`src/hdl/spg_pkg.sv`:
```
// Constants shared by the spanning tree port gating block.
// Assumes a 16-bit register port with byte offsets on word addresses.
package spg_pkg;

    // ------------------------------------------------------------
    // Register offsets
    // ------------------------------------------------------------
    localparam logic [7:0] PORT1_CONTROL_TWO_OFS           = 8'h00;
    localparam logic [7:0] PORT2_CONTROL_TWO_OFS           = 8'h04;
    localparam logic [7:0] SWITCH_GLOBAL_CONTROL_EIGHT_OFS = 8'h08;
    localparam logic [7:0] PORT_STATE_STATUS_OFS           = 8'h0c;

    // ------------------------------------------------------------
    // Field positions
    // ------------------------------------------------------------
    localparam int LEARN_DIS_BIT = 0;
    localparam int RX_EN_BIT     = 1;
    localparam int TX_EN_BIT     = 2;
    localparam int FLUSH_LO_BIT  = 9;
    localparam int FLUSH_HI_BIT  = 10;
    localparam int STAT_P1_LO    = 0;
    localparam int STAT_P2_LO    = 4;

    // ------------------------------------------------------------
    // Reset values
    // ------------------------------------------------------------
    localparam logic [15:0] PORT_CONTROL_TWO_RST = 16'h0006;
    localparam logic [15:0] GLOBAL_EIGHT_RST     = 16'h0000;

    // ------------------------------------------------------------
    // Port codes and effective port states
    // ------------------------------------------------------------
    localparam logic [1:0] SRC_PORT1 = 2'h1;
    localparam logic [1:0] SRC_PORT2 = 2'h2;
    localparam logic [1:0] SRC_HOST  = 2'h3;

    typedef enum logic [1:0] {
        SPG_DISCARD,
        SPG_LEARN,
        SPG_FORWARD,
        SPG_ODD
    } spg_state_t;

endpackage

```
`src/hdl/spg_port_gate.sv`:
```
// One network port's gating controls, applied at frame boundaries.
// Assumes busy flags from the port MAC on the same clock.
`timescale 1ns/1ps

module spg_port_gate (
    // Clock and reset
    input  wire logic              sys_clk_in,
    input  wire logic              resetn_in,
    // Requested controls: tx enable, rx enable, learning disable
    input  wire logic [2:0]        ctrl_in,
    // Frame activity
    input  wire logic              rx_busy_in,
    input  wire logic              tx_busy_in,
    // Effective controls
    output logic                   tx_en_out,
    output logic                   rx_en_out,
    output logic                   learn_dis_out,
    output spg_pkg::spg_state_t    state_out
);

    logic                 boundary;
    spg_pkg::spg_state_t  state_nxt;

    // ------------------------------------------------------------
    // Boundary detect and state decode
    // ------------------------------------------------------------
    // Change only between frames so nothing is cut short
    assign boundary = !rx_busy_in && !tx_busy_in;

    // Decode the five classic states into three rapid ones
    always_comb begin
        case (ctrl_in)
            3'b001:  state_nxt = spg_pkg::SPG_DISCARD;
            3'b000:  state_nxt = spg_pkg::SPG_LEARN;
            3'b110:  state_nxt = spg_pkg::SPG_FORWARD;
            default: state_nxt = spg_pkg::SPG_ODD;
        endcase
    end

    // ------------------------------------------------------------
    // Effective control registers
    // ------------------------------------------------------------
    // Held while a frame is in flight on either direction
    always_ff @(posedge sys_clk_in) begin
        if (!resetn_in) begin
            tx_en_out     <= spg_pkg::PORT_CONTROL_TWO_RST[spg_pkg::TX_EN_BIT];
            rx_en_out     <= spg_pkg::PORT_CONTROL_TWO_RST[spg_pkg::RX_EN_BIT];
            learn_dis_out <=
                spg_pkg::PORT_CONTROL_TWO_RST[spg_pkg::LEARN_DIS_BIT];
            state_out     <= spg_pkg::SPG_FORWARD;
        end else if (boundary) begin
            tx_en_out     <= ctrl_in[2];
            rx_en_out     <= ctrl_in[1];
            learn_dis_out <= ctrl_in[0];
            state_out     <= state_nxt;
        end
    end

    // ------------------------------------------------------------
    // Checks
    // ------------------------------------------------------------
    chk_discard_code: assert property (
        @(posedge sys_clk_in) disable iff (!resetn_in)
        boundary && ctrl_in == 3'b001 |=>
            state_out == spg_pkg::SPG_DISCARD && learn_dis_out
            && !tx_en_out && !rx_en_out)
        else $error("discard setting not decoded");

endmodule

```
`src/hdl/spg_top.sv`:
```
// Spanning tree gating for the two network ports of a three-port switch.
// Assumes lookup results, MAC busy flags and register strobes share
// sys_clk_in; the host port is port code 3 and mask bit 2.
//
// Overview of operation
// - Each network port has transmit enable, receive enable and learning disable that pick its tree state.
// - The host port is the processor's designated port and is never gated.
// - Transmit 0, receive 0, learning disable 1 passes no user traffic, only override frames to the processor.
// - With learning disable set no source address is learned from that port.
// - Transmit 0, receive 0, learning disable 0 learns addresses but passes only processor traffic.
// - Transmit 1, receive 1, learning disable 0 forwards, receives and learns normally.
// - Static entries with the override bit go to the processor even when receive is off.
// - Frames the processor directs to a port are sent there even with transmit enable 0.
// - With learning disabled, the flush field of the global register flushes that port's entries.
// - The rapid discarding state uses transmit 0, receive 0, learning disable 1.
`timescale 1ns/1ps

module spg_top (
    // Clock and reset
    input  wire logic              sys_clk_in,
    input  wire logic              resetn_in,
    // Register port
    input  wire logic [7:0]        reg_addr_in,
    input  wire logic [15:0]       reg_wdata_in,
    input  wire logic              reg_wr_in,
    input  wire logic              reg_rd_in,
    output logic [15:0]            reg_rdata_out,
    // Port MAC activity
    input  wire logic              p1_rx_busy_in,
    input  wire logic              p1_tx_busy_in,
    input  wire logic              p2_rx_busy_in,
    input  wire logic              p2_tx_busy_in,
    // Lookup result for one frame
    input  wire logic              lk_valid_in,
    input  wire logic [1:0]        lk_src_port_in,
    input  wire logic [2:0]        lk_dest_mask_in,
    input  wire logic              lk_override_in,
    input  wire logic [1:0]        lk_tail_tag_in,
    // Gated forwarding decision
    output logic                   fw_valid_out,
    output logic [2:0]             fw_mask_out,
    output logic                   fw_learn_out,
    // Address table flush request
    output logic                   flush_valid_out,
    output logic [1:0]             flush_port_out,
    // Effective port states
    output spg_pkg::spg_state_t    p1_state_out,
    output spg_pkg::spg_state_t    p2_state_out
);

    // ------------------------------------------------------------
    // Declarations
    // ------------------------------------------------------------
    logic [15:0] port1_control_two_r;
    logic [15:0] port2_control_two_r;
    logic [15:0] switch_global_control_eight_r;
    logic [15:0] rdata_nxt;
    logic        p1_tx_en;
    logic        p1_rx_en;
    logic        p1_ld;
    logic        p2_tx_en;
    logic        p2_rx_en;
    logic        p2_ld;
    logic        wr_p1;
    logic        wr_p2;
    logic        wr_glob;
    logic [1:0]  flush_nxt;
    logic [1:0]  p1_fwd;
    logic [1:0]  p2_fwd;
    logic [2:0]  mask_nxt;
    logic        learn_nxt;
    logic [15:0] status_word;

    // Gating for a frame received on a network port: {host, other port}
    function automatic logic [1:0] net_fwd(
        input logic       rx_en,
        input logic       other_tx_en,
        input logic       override,
        input logic [1:0] dest
    );
        logic [1:0] res;
        res = 2'b00;
        if (rx_en) begin
            // Host leg is never gated; the other port follows its tx
            res = {dest[1], dest[0] & other_tx_en};
        end
        // Override frames reach the processor even with rx off
        if (override) begin
            res[1] = 1'b1;
        end
        return res;
    endfunction

    // ------------------------------------------------------------
    // Register decode
    // ------------------------------------------------------------
    assign wr_p1   = reg_wr_in && reg_addr_in == spg_pkg::PORT1_CONTROL_TWO_OFS;
    assign wr_p2   = reg_wr_in && reg_addr_in == spg_pkg::PORT2_CONTROL_TWO_OFS;
    assign wr_glob = reg_wr_in
        && reg_addr_in == spg_pkg::SWITCH_GLOBAL_CONTROL_EIGHT_OFS;

    // Flush only ports whose learning is really off now
    assign flush_nxt = wr_glob ?
        (reg_wdata_in[spg_pkg::FLUSH_HI_BIT:spg_pkg::FLUSH_LO_BIT]
         & {p2_ld, p1_ld}) : 2'b00;

    // Live state as applied, not as last written
    assign status_word = {8'h00,
        2'b00, p2_state_out, 2'b00, p1_state_out};

    // Read mux; unmapped offsets read zero
    always_comb begin
        rdata_nxt = 16'h0000;
        if (reg_rd_in) begin
            case (reg_addr_in)
                spg_pkg::PORT1_CONTROL_TWO_OFS:
                    rdata_nxt = port1_control_two_r;
                spg_pkg::PORT2_CONTROL_TWO_OFS:
                    rdata_nxt = port2_control_two_r;
                spg_pkg::SWITCH_GLOBAL_CONTROL_EIGHT_OFS:
                    rdata_nxt = switch_global_control_eight_r;
                spg_pkg::PORT_STATE_STATUS_OFS:
                    rdata_nxt = status_word;
                default:
                    rdata_nxt = 16'h0000;
            endcase
        end
    end

    // ------------------------------------------------------------
    // Register storage
    // ------------------------------------------------------------
    // Only the three control bits exist; the rest read as zero
    always_ff @(posedge sys_clk_in) begin
        if (!resetn_in) begin
            port1_control_two_r <= spg_pkg::PORT_CONTROL_TWO_RST;
            port2_control_two_r <= spg_pkg::PORT_CONTROL_TWO_RST;
        end else begin
            if (wr_p1) begin
                port1_control_two_r <= {13'h0000, reg_wdata_in[2:0]};
            end
            if (wr_p2) begin
                port2_control_two_r <= {13'h0000, reg_wdata_in[2:0]};
            end
        end
    end

    // Flush bits are self-clearing, so they never read back as set
    always_ff @(posedge sys_clk_in) begin
        if (!resetn_in) begin
            switch_global_control_eight_r <= spg_pkg::GLOBAL_EIGHT_RST;
        end else if (wr_glob) begin
            switch_global_control_eight_r <= reg_wdata_in & 16'hf9ff;
        end
    end

    // Read data stands in the cycle after the strobe only
    always_ff @(posedge sys_clk_in) begin
        if (!resetn_in) begin
            reg_rdata_out <= 16'h0000;
        end else begin
            reg_rdata_out <= rdata_nxt;
        end
    end

    // ------------------------------------------------------------
    // Per-port gates
    // ------------------------------------------------------------
    spg_port_gate u_gate1 (
        .sys_clk_in    (sys_clk_in),
        .resetn_in     (resetn_in),
        .ctrl_in       (port1_control_two_r[2:0]),
        .rx_busy_in    (p1_rx_busy_in),
        .tx_busy_in    (p1_tx_busy_in),
        .tx_en_out     (p1_tx_en),
        .rx_en_out     (p1_rx_en),
        .learn_dis_out (p1_ld),
        .state_out     (p1_state_out)
    );

    spg_port_gate u_gate2 (
        .sys_clk_in    (sys_clk_in),
        .resetn_in     (resetn_in),
        .ctrl_in       (port2_control_two_r[2:0]),
        .rx_busy_in    (p2_rx_busy_in),
        .tx_busy_in    (p2_tx_busy_in),
        .tx_en_out     (p2_tx_en),
        .rx_en_out     (p2_rx_en),
        .learn_dis_out (p2_ld),
        .state_out     (p2_state_out)
    );

    // ------------------------------------------------------------
    // Forwarding decision
    // ------------------------------------------------------------
    // Rx off drops all but override frames to the host
    assign p1_fwd = net_fwd(p1_rx_en, p2_tx_en, lk_override_in,
                            {lk_dest_mask_in[2], lk_dest_mask_in[1]});
    assign p2_fwd = net_fwd(p2_rx_en, p1_tx_en, lk_override_in,
                            {lk_dest_mask_in[2], lk_dest_mask_in[0]});

    // Host frames: a trailer steers past tx enable
    always_comb begin
        mask_nxt  = 3'b000;
        learn_nxt = 1'b0;
        case (lk_src_port_in)
            spg_pkg::SRC_PORT1: begin
                mask_nxt  = {p1_fwd[1], p1_fwd[0], 1'b0};
                learn_nxt = !p1_ld;
            end
            spg_pkg::SRC_PORT2: begin
                mask_nxt  = {p2_fwd[1], 1'b0, p2_fwd[0]};
                learn_nxt = !p2_ld;
            end
            spg_pkg::SRC_HOST: begin
                learn_nxt = 1'b1;
                if (lk_tail_tag_in != 2'b00) begin
                    mask_nxt = {1'b0, lk_tail_tag_in[1], lk_tail_tag_in[0]};
                end else begin
                    mask_nxt = {1'b0, lk_dest_mask_in[1] & p2_tx_en,
                                lk_dest_mask_in[0] & p1_tx_en};
                end
            end
            default: begin
                mask_nxt  = 3'b000;
                learn_nxt = 1'b0;
            end
        endcase
    end

    // Decision and flush outputs, one cycle after the request
    always_ff @(posedge sys_clk_in) begin
        if (!resetn_in) begin
            fw_valid_out    <= 1'b0;
            fw_mask_out     <= 3'b000;
            fw_learn_out    <= 1'b0;
            flush_valid_out <= 1'b0;
            flush_port_out  <= 2'b00;
        end else begin
            fw_valid_out    <= lk_valid_in;
            fw_mask_out     <= lk_valid_in ? mask_nxt : 3'b000;
            fw_learn_out    <= lk_valid_in && learn_nxt;
            flush_valid_out <= |flush_nxt;
            flush_port_out  <= flush_nxt;
        end
    end

    // ------------------------------------------------------------
    // Checks
    // ------------------------------------------------------------
    chk_blocked_no_user: assert property (
        @(posedge sys_clk_in) disable iff (!resetn_in)
        lk_valid_in && lk_src_port_in == spg_pkg::SRC_PORT1 && !p1_rx_en
        && !lk_override_in |=> fw_valid_out && fw_mask_out == 3'b000)
        else $error("blocked port passed a frame");

    chk_override_to_host: assert property (
        @(posedge sys_clk_in) disable iff (!resetn_in)
        lk_valid_in && lk_src_port_in == spg_pkg::SRC_PORT1 && !p1_rx_en
        && lk_override_in |=> fw_mask_out == 3'b100)
        else $error("override frame not sent to host only");

    chk_learn_off: assert property (
        @(posedge sys_clk_in) disable iff (!resetn_in)
        lk_valid_in && lk_src_port_in == spg_pkg::SRC_PORT1 && p1_ld
        |=> fw_valid_out && !fw_learn_out)
        else $error("learned with learning disabled");

    chk_learn_on: assert property (
        @(posedge sys_clk_in) disable iff (!resetn_in)
        lk_valid_in && lk_src_port_in == spg_pkg::SRC_PORT2 && !p2_ld
        |=> fw_learn_out)
        else $error("learning enabled port did not learn");

    chk_fwd_normal: assert property (
        @(posedge sys_clk_in) disable iff (!resetn_in)
        lk_valid_in && lk_src_port_in == spg_pkg::SRC_PORT1 && p1_rx_en
        && p2_tx_en && lk_dest_mask_in[1] |=> fw_mask_out[1])
        else $error("forwarding port dropped a frame");

    chk_directed_send: assert property (
        @(posedge sys_clk_in) disable iff (!resetn_in)
        lk_valid_in && lk_src_port_in == spg_pkg::SRC_HOST
        && lk_tail_tag_in == 2'b01 |=> fw_mask_out == 3'b001)
        else $error("directed frame not sent to port 1");

    chk_host_ungated: assert property (
        @(posedge sys_clk_in) disable iff (!resetn_in)
        lk_valid_in && lk_src_port_in == spg_pkg::SRC_PORT2 && p2_rx_en
        && lk_dest_mask_in[2] |=> fw_mask_out[2])
        else $error("host leg was gated");

    chk_flush_pulse: assert property (
        @(posedge sys_clk_in) disable iff (!resetn_in)
        wr_glob && reg_wdata_in[spg_pkg::FLUSH_LO_BIT] && p1_ld
        |=> flush_valid_out && flush_port_out[0] ##1 !flush_valid_out)
        else $error("flush not issued for port 1");

    chk_state_at_boundary: assert property (
        @(posedge sys_clk_in) disable iff (!resetn_in)
        p1_rx_busy_in || p1_tx_busy_in |=> $stable(p1_state_out)
        && $stable(p1_tx_en) && $stable(p1_rx_en))
        else $error("port 1 controls changed mid-frame");

endmodule

```
`config.mk`:
```
export PLATFORM = sky130hd
export DESIGN_NAME = spg_top
export DESIGN_NICKNAME = d
export VERILOG_FILES = /design/src/hdl/spg_pkg.sv /design/src/hdl/spg_port_gate.sv /design/src/hdl/spg_top.sv
export SDC_FILE = /design/constraint.sdc
export NUM_CORES = 1
export LEC_CHECK = 0
export BUFFER_PORTS_ARGS = -buffer_cell sky130_fd_sc_hd__buf_2
export CAP_MARGIN = 20
export CELL_PAD_IN_SITES_DETAIL_PLACEMENT = 0
export CELL_PAD_IN_SITES_GLOBAL_PLACEMENT = 2
export CORE_UTILIZATION = 29
export DETAILED_ROUTE_END_ITERATION = 8
export GPL_TIMING_DRIVEN = 0
export PLACE_DENSITY = 0.79
export SLEW_MARGIN = 25
export SYNTH_ARGS = -nofsm -noshare
export SYNTH_HDL_FRONTEND = slang
export SYNTH_SLANG_ARGS = --single-unit
```
`constraint.sdc`:
```
create_clock -name sys_clk_in -period 1.22 [get_ports sys_clk_in]
set_clock_uncertainty 0.05 [all_clocks]
set_input_delay 0.061 -clock sys_clk_in [delete_from_list [all_inputs] [get_ports sys_clk_in]]
set_output_delay 0.061 -clock sys_clk_in [all_outputs]
set_load 0.01 [all_outputs]
```
After elaboration in Yosys (flattened, before gate mapping):

Cells that the tools add are included.

* equal/unequal tests: 10
* muxes and demuxes: 11
* bitwise logic cells: 3
* reduce and logical (&&, ||, !) cells: 19

Operators with widths (number)
* case mux 16 bit (4 select lines): 1
* equality test 8 x 4 -> 1 bit, second input constant: 2
* case mux 2 bit (3 select lines): 2
* case mux 3 bit (3 select lines): 1
* equality test 8 x 3 -> 1 bit, second input constant: 1
* logical NOT 8 bit: 1
* two-way mux 2 bit: 4
* equality test 3 x 1 -> 1 bit, second input constant: 2
* equality test 3 bit, second input constant: 2
* logical AND 1 bit: 6
* logical NOT 1 bit: 6
* logical NOT 3 bit: 2
* equality test 2 bit, second input constant: 2
* AND reduction 2 bit: 2
* case mux 1 bit (3 select lines): 1
* bitwise AND 1 bit: 2
* bitwise AND 2 bit: 1
* equality test 2 x 1 -> 1 bit, second input constant: 1
* two-way mux 1 bit: 2
* nonzero test 2 bit: 1
* OR reduction 2 bit: 1

* bits in registers: 54
* input bits: 41
* output and inout bits: 28
* word-level logic and storage cells: 60

Depth between registers and ports, before layout:

Gate-level depths: netlist (run 1).

* word-level depth: 4
* gate-level depth with buffers: 7
* mapped depth without buffers: 4

Cells and area by module:

From an unflattened synthesis (run 1), not the netlist that was laid out.

* cell total of the unflattened synthesis: 219
* area, all modules: 2049.5 µm²

Modules (own cells, without submodules)
* spg_top: instances 1, cells each 171, area each 1589.0 µm², sequential area each 840.8 µm²
* spg_port_gate: instances 2, cells each 24, area each 230.2 µm², sequential area each 100.1 µm²

Worst setup path before layout (run 1):

OpenSTA, ideal clock, no wires.

* kind: input -> register
* start point: input port reg_addr_in[5]
* end point: register switch_global_control_eight_r[11]
* library setup time: 69 ps
* arrival time: 1012 ps
* data required time: 1101 ps
* path slack: 89 ps
* stages: 6
* path buffers: 2
* path through: nor4_4 and4_4 buf_8 buf_12 nand3_1 o21ai_1

* cells in the longest elaborated chain, start to end: 2

RTL lines
* start: declaration: line spg_top.sv:23 `input wire logic [7:0] reg_addr_in,`
* equality test 8 x 4 -> 1 bit: line spg_top.sv:100 `&& reg_addr_in == spg_pkg::SWITCH_GLOBAL_CONTROL_EIGHT_OFS;`
* logical AND 1 bit: line spg_top.sv:100
* end signal: assignment: line spg_top.sv:151 `switch_global_control_eight_r <= spg_pkg::GLOBAL_EIGHT_RST;`
* end signal: assignment: line spg_top.sv:153 `switch_global_control_eight_r <= reg_wdata_in & 16'hf9ff;`
* end: declaration: line spg_top.sv:56 `logic [15:0] switch_global_control_eight_r;`

No other way between the ends.
A chain may end at the register's enable or synchronous reset.

Worst setup path in the final report (run 1):

* start point: register port2_control_two_r[0]
* end point: register u_gate2.state_out[0]

* cells in the longest elaborated chain, start to end: 2
* elaborated cells between the ends (all ways): 4
* classes of those cells: eq/ne: 2; mux: 1; reduce/logical: 1

RTL lines
* start: declaration: line spg_top.sv:55 `logic [15:0] port2_control_two_r;`
* start signal: assignment: line spg_top.sv:137 `port2_control_two_r <= spg_pkg::PORT_CONTROL_TWO_RST;`
* start signal: assignment: line spg_top.sv:143 `port2_control_two_r <= {13'h0000, reg_wdata_in[2:0]};`
* equality test 3 bit (tied with other cells): line spg_port_gate.sv:32 `case (ctrl_in)`
* case mux 2 bit (3 select lines) *: line spg_port_gate.sv:32
* end signal: assignment: line spg_port_gate.sv:50 `state_out <= spg_pkg::SPG_FORWARD;`
* end signal: assignment: line spg_port_gate.sv:55 `state_out <= state_nxt;`
* end: declaration: line spg_port_gate.sv:18 `output spg_pkg::spg_state_t state_out`

Every way passes the cells marked *; elsewhere a longest branch is shown, timed or not.

==> results of run 1 <==
per-layer routing:
layer | part of all wire [%] | up-vias | routed length (um) | global-route usage (%)
met5 | 0 | - | 0 | 0
met4 | 1.0 | 0 | 51 | 4.09
met3 | 3.8 | 4 | 184 | 2.60
met2 | 46 | 35 | 2220 | 21.5
met1 | 49 | 804 | 2410 | 19.1
li1 | - | 916 | - | -
logic make-up after synthesis:
kind of cell | Yosys count | synth area share [%]
and+or+nand+nor | 97 | 24.7
DFF | 52 | 51.5
AOI/OAI and AO/OA | 39 | 10.6
buffers and inverters | 15 | 6.31
muxes | 10 | 6.25
xor gates and xnor gates | 1 | 0.433
other | 1 | 0.185
synthesized netlist by cell type (3+ instances only):
cell type | number | share of area, %
nor2b_1 | 5 | 1.5
o21ai_1 | 6 | 1.5
nand3_1 | 23 | 5.7
dfxtp_1 | 52 | 51
mux2i_1 | 7 | 3.5
nor2_1 | 13 | 2.4
a21boi_0 | 4 | 1.5
and2_1 | 9 | 2.8
nand2_1 | 30 | 5.6
o21ai_0 | 21 | 5.2
clkbuf_1 | 3 | 0.56
buf_4 | 4 | 1.5
nand4_1 | 3 | 0.93
a21oi_1 | 6 | 1.5
final cells by class:
cell class                      count  area (um^2)
Fill cell                         700         4020
Multi-Input combinational cell    149          860
Sequential cell                    52         1050
Inverter                            2         7.51
Timing Repair Buffer               81          495
Clock buffer                        6         72.6
Clock inverter                      2         35.0
Tap cell                           80          100
Buffer                             13          120
stage by stage:
stage | power, W | setup WS, ps | TNS (ps) | cell area (um^2)
after floorplan | 0.00188 | 88.8 | 0 | 2030
after global placement | 0.00199 | -279 | -6370 | 2440
after detailed placement | 0.00199 | -268 | -6700 | 2440
after CTS | 0.00319 | 14.5 | 0 | 2730
after global routing | 0.00328 | -6.42 | -6.42 | 2740
final | 0.00314 | 64.6 | 0 | 2740
report_power, final:
part | leakage (nW) | internal [W] | total [W] | switching [W]
Combinational | 0.702 | 0.000147 | 0.000276 | 0.000129
Sequential | 0.420 | 0.00171 | 0.00172 | 0.00000629
Clock | 0.0552 | 0.000609 | 0.00115 | 0.000541
Total | 1.18 | 0.00247 | 0.00314 | 0.000676
worst max-delay path by stage:
stage	startpoint	to	slack [ps]	cells after the start
after floorplan	reg_addr_in[5]	switch_global_control_eight_r[11]$_SDFFE_PN0P_	90	6
after global placement	reg_addr_in[5]	reg_rdata_out[13]$_SDFF_PN0_	-280	5
after detailed placement	reg_addr_in[5]	reg_rdata_out[11]$_SDFF_PN0_	-270	5
after CTS	port2_control_two_r[0]$_SDFFE_PN0P_	u_gate2.state_out[0]$_SDFFE_PN0P_	10	3
after global routing	port2_control_two_r[0]$_SDFFE_PN0P_	u_gate2.state_out[0]$_SDFFE_PN0P_	-6	3
final	port2_control_two_r[0]$_SDFFE_PN0P_	u_gate2.state_out[0]$_SDFFE_PN0P_	60	3
registers in the layout, indices dropped and copies added, names as in the netlist, 2 cells and up:
signal,count
reg_rdata_out,14
switch_global_control_eight_r,14
fw_mask_out,3
port1_control_two_r,3
port2_control_two_r,3
flush_port_out,2
u_gate1.state_out,2
u_gate2.state_out,2
critical path: cells and delay by family (launching register included):
kind	cells	cell delay, ps
AO/OA/AOI/OAI	1	80
flip-flops	1	380
AND/OR/NAND/NOR	2	540
timing repair:
item                                   4_1_cts  5_1_grt
endpoints found under the hold margin       26        0
buffers inserted                             0        0
resized for setup                            0        8
hold buffers                                18        0
setup endpoints to repair                    0       11
==> impl_metrics.yaml, run 1 <==
run_status:
  run_status: "finished, violations left"
  failing_checks: "design-rule violations"
worst_setup_path:
  beginning_of_the_worst_register_to_register_path: "port2_control_two_r[0]$_SDFFE_PN0P_"
  worst-setup-path-type: "reg -> reg"
  critPathSlowestCell: "or3b_2"
  max_stage_delay_ps: 440
  rr_endpoint: "u_gate2.state_out[0]$_SDFFE_PN0P_"
  startpoint_types: "flip-flop"
  crit_path_max_fanout: 5
  critical_path.cell_chain: "or3b_2, nand3_1, a21boi_0"
  critPathArrivalTime_ps: 1290
  r2r.worst_path.cells: 3
  critical_path.endpoint_type: "flip-flop"
  cp_data_required_time_ps: 1360
  setup.reg_to_reg.worst_slack_ps: 60
power_and_ir_drop:
  static_leakage_power_nw: 1.18
  powerDensity_nw_per_um2: 1150
  vdd_drop_max_uv: 412
routing:
  detail_route.iter0.violations: 82
  via_count: 1759
  detail_route.drc_violations: 1
  detailedRoute.firstPassIterationCount: 8
  avgViaCountPerCell: 4.57
  wl_per_cell_um: 12.7
  routed_wire_length_um: 4870
  antenna_violating_nets_post_route: 0
global_route:
  grt.overflow.total: 0
  grt_usage_pct: 13.7
  grt_start_max_net_pins: 16
  number_of_global_route_vias_before_repair: 1621
  first_pass_grt_wire_length_um: 7890
  antenna_found_initial: 0
synthesis:
  number_of_synthesized_register_bits: 52
  postSynthCellCount: 215
  postSynthAreaPerCell_um2: 9.40
  share_of_synthesized_area_occupied_by_flip_flops_and_latches_pct: 51.5
  synthesis.yosys.warnings: 0
  edff_count_synth: 0
  async_flop_share_pct: 0
  mappedNetlistArea_um2: 2020
  post_synth_num_cell_types: 34
  synthFlopType: "dfxtp_1"
clocking:
  tritoncts: "done"
  clock_insertion_delay_worst_skew_ps: 300
  tritoncts_num_sinks: 52
  htree_levels: 2
  cts_inserted_buffers: 5
  cts.clk_slew.worst_paths_ps: 90
  cts-root-to-sink-buffers: 2
  root_buffer: "clkbuf_8"
worst_hold_path:
  worstHoldStart: "lk_override_in"
  hold_end: "fw_mask_out[2]$_SDFF_PN0_"
  whs_path_depth: 3
  min-delay-path-class: "in -> reg"
floorplan:
  floorplan.io_pins: 69
  core_region_area_um2: 6760
  placementRows: 30
  die_extent_in_y_um: 85.5
  die-width_um: 85.5
  initial_utilization_pct: 29.9
  die_footprint_um2: 7310
cells_and_area:
  layout_commonest_cell: "buf_2"
  antenna_cells_inserted: 0
  fin_util_pct: 40.6
  finalNonFillerCells: 385
  layout-area-overhead-vs-synth_pct: 35.6
  layout.cells.most_common_list: "buf_2 (63), dfxtp_1 (46), nand2_1 (30)"
  layout.nets: 345
  fraction_of_final_layout_cells_with_drive_strength_greater_than_1_pct: 30.8
timing:
  hold_ws_ps: 28.5
  timing.fmax_mhz: 865
  setup_violations: 0
  period_minus_slack_ps: 1160
  timing_hold_violations_final: 0
  drv_slew: 0
  period_share_pct: 94.7
placement:
  detailedPlacementHpwl_um: 3650
  gp_congestion: 0.737
  io_buffer_count: 63
  dpl.cell_count: 359
job:
  number_of_max_capacitance_violations_reported: 0
(Power assumes the default switching activity.)
==> run 2, diff against run 1 <==
- CORE_MARGIN: unset -> 2
==> impl_metrics.yaml, run 2 (same netlist as run 1, synthesis figures left out) <==
run_status:
  run_status: "complete, no violations"
global_route:
  first_pass_grt_wire_length_um: 7650
  grt_start_max_net_pins: 15
  antenna_found_initial: 0
  grt_usage_pct: 13.0
  grt.overflow.total: 0
  number_of_global_route_vias_before_repair: 1588
clocking:
  cts-root-to-sink-buffers: 2
  cts.clk_slew.worst_paths_ps: 90
  tritoncts: "done"
  tritoncts_num_sinks: 52
  htree_levels: 2
  post-cts-setup-buffer-count: 0
  cts_inserted_buffers: 5
  clock_insertion_delay_worst_skew_ps: 300
  root_buffer: "clkbuf_8"
cells_and_area:
  antenna_cells_inserted: 0
  reg_top3: "reg_rdata_out (14), switch_global_control_eight_r (14)"
  fraction_of_final_layout_cells_with_drive_strength_greater_than_1_pct: 30.6
  layout-area-overhead-vs-synth_pct: 34.0
  layout.cells.most_common_list: "buf_2 (63), dfxtp_1 (46), nand2_1 (30)"
  seqCellArea_um2: 1050
  area_of_the_multi_input_gates_um2: 860
  fin_util_pct: 40.1
  layout.nets: 345
  fillCellCount: 714
  layout_commonest_cell: "buf_2"
floorplan:
  die-width_um: 87.5
  die_footprint_um2: 7660
  floorplan.io_pins: 69
  initial_utilization_pct: 29.9
  die_extent_in_y_um: 87.5
  placementRows: 30
  core_region_area_um2: 6760
worst_setup_path:
  max_stage_delay_ps: 460
  critPathArrivalTime_ps: 1290
  startpoint_types: "flip-flop"
  path_buf_inv: 0
  critPathSlowestCell: "or3b_2"
  path_delay_family: "simple AND/OR/NAND/NOR gates"
  worst-setup-path-type: "reg -> reg"
  critical_path.endpoint_type: "flip-flop"
  cp_data_required_time_ps: 1360
  crit_path_max_fanout: 6
  critical_path.cell_chain: "or3b_2, nand3_1, a21boi_0"
  setup.reg_to_reg.worst_slack_ps: 70
power_and_ir_drop:
  powerDensity_nw_per_um2: 1080
  static_leakage_power_nw: 1.16
  vdd_drop_max_uv: 410
timing:
  period_minus_slack_ps: 1150
  period_share_pct: 94.4
  drv_slew: 0
  timing_hold_violations_final: 0
  timing.fmax_mhz: 868
  setup_violations: 0
  hold_ws_ps: 31.2
  rsz0062_at_grt: "true"
worst_hold_path:
  min-delay-path-class: "in -> reg"
job:
  number_of_max_capacitance_violations_reported: 0
placement:
  io_buffer_count: 63
  detailedPlacementHpwl_um: 3640
  gp_congestion: 0.740
routing:
  detail_route.drc_violations: 0
  via_count: 1762
  detail_route.iter0.violations: 40
  antenna_violating_nets_post_route: 0
  wl_per_cell_um: 12.8
  avgViaCountPerCell: 4.59
  detailedRoute.firstPassIterationCount: 4
  routed_wire_length_um: 4930
## run 2: report_power, final
group | internal, W | switching, W
sequential | 0.00171 | 0.00000620
combinational | 0.000147 | 0.000128
clock | 0.000392 | 0.000537
## run 2: through the flow
step           power [W]  instances  worst slack, ps  TNS [ps]  cell area (um^2)
2_1_floorplan    0.00188        216             88.8         0              2030
3_3_place_gp     0.00199        359             -296     -6470              2440
3_5_place_dp     0.00199        359             -275     -6410              2440
4_1_cts          0.00296        384             23.0         0              2700
5_1_grt          0.00306        384            -14.3     -18.3              2710
6_report         0.00292        384             68.2         0              2710
## run 2: repair_timing
| item | in CTS | in global routing |
|---|---|---|
| setup endpoints to repair | 0 | 11 |
| hold buffers | 18 | 0 |
| resized for setup | 0 | 7 |
| hold endpoints to repair | 28 | 0 |
## run 2: routing by layer
layer	routed length, um	vias up	global-route usage (%)
met1	2350	800	17.0
met2	2280	38	20.5
met3	228	7	3.51
met4	78	0	4.62
met5	0	-	0
li1	-	917	-
## run 2: tightest hold or removal path: cells and delay by family
kind | cells | cell delay (ps)
AOI/OAI and AO/OA | 1 | 80
buffers and inverters | 1 | 130
and+or+nand+nor | 1 | 70
## run 2: worst paths after layout
kind	start	to	cells past startpoint
max reg2reg	port1_control_two_r[1]$_SDFFE_PN1P_	u_gate1.state_out[0]$_SDFFE_PN0P_	3
min	p1_rx_busy_in	u_gate1.rx_en_out$_SDFFE_PN1P_	3
min reg2reg	switch_global_control_eight_r[7]$_SDFFE_PN0P_	switch_global_control_eight_r[7]$_SDFFE_PN0P_	2
max	port1_control_two_r[1]$_SDFFE_PN1P_	u_gate1.state_out[0]$_SDFFE_PN0P_	3
## run 2: area by class of cell
cell class,instances,area share [%]
Buffer,13,4.43
Clock buffer,6,2.68
Clock inverter,1,0.185
Inverter,2,0.277
Multi-Input combinational cell,149,31.7
Sequential cell,52,38.7
Tap cell,80,3.70
Timing Repair Buffer,81,18.3
==> run 3, diff against run 2 <==
- clock period: 1.22 -> 1.3 ns (I/O delays scaled with it)
==> impl_metrics.yaml, run 3 (same netlist as run 1, synthesis figures left out) <==
global_route:
  grt_usage_pct: 13.0
  grt_start_max_net_pins: 15
  first_pass_grt_wire_length_um: 7650
  number_of_global_route_vias_before_repair: 1588
  grt.overflow.total: 0
  antenna_found_initial: 0
clocking:
  tritoncts_num_sinks: 52
  cts-root-to-sink-buffers: 2
  htree_levels: 2
  cts_inserted_buffers: 5
  clock_insertion_delay_worst_skew_ps: 300
  cts.clk_slew.worst_paths_ps: 90
  tritoncts: "done"
  post-cts-setup-buffer-count: 0
  ctsResizeCount: 0
  root_buffer: "clkbuf_8"
floorplan:
  die-width_um: 87.5
  die_footprint_um2: 7660
  initial_utilization_pct: 29.9
  floorplan.io_pins: 69
  core_region_area_um2: 6760
  placementRows: 30
  die_extent_in_y_um: 87.5
power_and_ir_drop:
  static_leakage_power_nw: 1.16
  sequentialPowerShare_pct: 58.8
  power.total_w: 0.00274
  p_clk_share_pct: 31.8
  net-switching-power_w: 0.000629
  power.share.switching_pct: 22.9
  power.combinational.fraction_pct: 9.4
  vdd_drop_max_uv: 384
  powerDensity_nw_per_um2: 1020
  internal_power_w: 0.00211
routing:
  antenna_violating_nets_post_route: 0
  via_count: 1759
  wl_per_cell_um: 12.8
  detailedRoute.firstPassIterationCount: 4
  detail_route.iter0.violations: 43
  detail_route.drc_violations: 0
  avgViaCountPerCell: 4.58
  routed_wire_length_um: 4930
worst_setup_path:
  worst-setup-path-type: "in -> reg"
  path_delay_family: "simple AND/OR/NAND/NOR gates"
  beginning_of_the_worst_register_to_register_path: "port2_control_two_r[0]$_SDFFE_PN0P_"
  critical_path.endpoint_type: "flip-flop"
  setup.reg_to_reg.worst_slack_ps: 110
  critPathArrivalTime_ps: 1400
  startpoint_types: "input pin"
  max_stage_delay_ps: 490
  critPathSlowestCell: "nor2_1"
  cp_data_required_time_ps: 1500
  path_buf_inv: 1
  critical_path.cell_chain: "buf_2, nor4_4, nand3_1, nor2_1, and2_1"
  crit_path_start: "reg_addr_in[5]"
  r2r.worst_path.cells: 3
  critPathCapture: "reg_rdata_out[7]$_SDFF_PN0_"
  crit_path_max_fanout: 9
  critical_path_cell_count: 5
  rr_endpoint: "u_gate2.state_out[0]$_SDFFE_PN0P_"
timing:
  setup_violations: 0
  rsz0062_at_grt: "false"
  timing_hold_violations_final: 0
  period_minus_slack_ps: 1200
  tightestPinTransition_ps: 591
  setup_total_negative_slack_ps: 0
  drv_slew: 0
  timing.fmax_mhz: 836
  period_share_pct: 92.1
  max-slew-margin-rel_pct: 60.5
cells_and_area:
  layout_commonest_cell: "buf_2"
  reg_top3: "reg_rdata_out (14), switch_global_control_eight_r (14)"
  fraction_of_final_layout_cells_with_drive_strength_greater_than_1_pct: 28.3
  antenna_cells_inserted: 0
  layout-area-overhead-vs-synth_pct: 33.5
  finalNonFillerCells: 384
  layout.cells.most_common_list: "buf_2 (63), dfxtp_1 (52), nand2_1 (30)"
  layout.nets: 345
placement:
  gp_congestion: 0.740
  dpl.cell_count: 359
  io_buffer_count: 63
  detailedPlacementHpwl_um: 3640
worst_hold_path:
  min-delay-path-class: "in -> reg"
  worstHoldStart: "p1_rx_busy_in"
job:
  number_of_max_capacitance_violations_reported: 0
run_status:
  run_status: "complete, no violations"
## run 3: cell counts in the layout (fill, tap and decap cells not counted)
Identical to the previous run, type by type.
## run 3: worst min-delay path by stage
stage                                                     endpoint  slack [ps]  depth (start not counted)
detailed placement  switch_global_control_eight_r[14]$_SDFFE_PN0P_         250                          3
global route                             fw_mask_out[2]$_SDFF_PN0_          30                          3
global placement    switch_global_control_eight_r[15]$_SDFFE_PN0P_         240                          3
CTS                                 u_gate1.rx_en_out$_SDFFE_PN1P_          20                          3
finish                              u_gate1.rx_en_out$_SDFFE_PN1P_          40                          3
floorplan                      port1_control_two_r[1]$_SDFFE_PN1P_         140                          2
## run 3: per-layer routing
metal | track usage, % | part of all wire, % | vias to the layer above
met2 | 20.5 | 46 | 38
met3 | 3.51 | 4.6 | 7
li1 | - | - | 917
met4 | 4.62 | 1.6 | 0
met5 | 0 | 0 | -
met1 | 17.0 | 47 | 797
## run 3: layout make-up
type,instances,area [um^2]
Fill cell,716,4060
Clock inverter,1,5.00
Tap cell,80,100
Sequential cell,52,1040
Multi-Input combinational cell,149,857
Buffer,13,120
Inverter,2,7.51
Timing Repair Buffer,81,495
Clock buffer,6,72.6
## run 3: worst reg2reg max path: cells and delay by family (launching register included)
family | cells | cell delay (ps)
DFF | 1 | 400
and+or+nand+nor | 2 | 540
AOI/OAI and AO/OA | 1 | 80
## run 3: what timing repair did
action | CTS | global route
endpoints found under the hold margin | 28 | 0
setup endpoints to repair | 0 | 0
hold buffers | 18 | 0
## run 3: metrics by stage
step	util, %	instance area (um^2)	setup slack (ps)	hold slack (ps)
final	39.9	2700	103	35.1
after global routing	39.9	2700	17.3	32.8
after CTS	39.9	2700	103	24.7
after detailed placement	36.1	2440	-199	247
after global placement	36.1	2440	-220	237
after floorplan	-	2030	165	140
## run 3: power groups by stage
stage               logic, W  registers, W  clock network, W
global route        0.000284       0.00161          0.000974
floorplan           0.000107       0.00165                 0
CTS                 0.000262       0.00161          0.000907
finish              0.000258       0.00161          0.000870
detailed placement  0.000219       0.00165                 0
global placement    0.000220       0.00165                 0
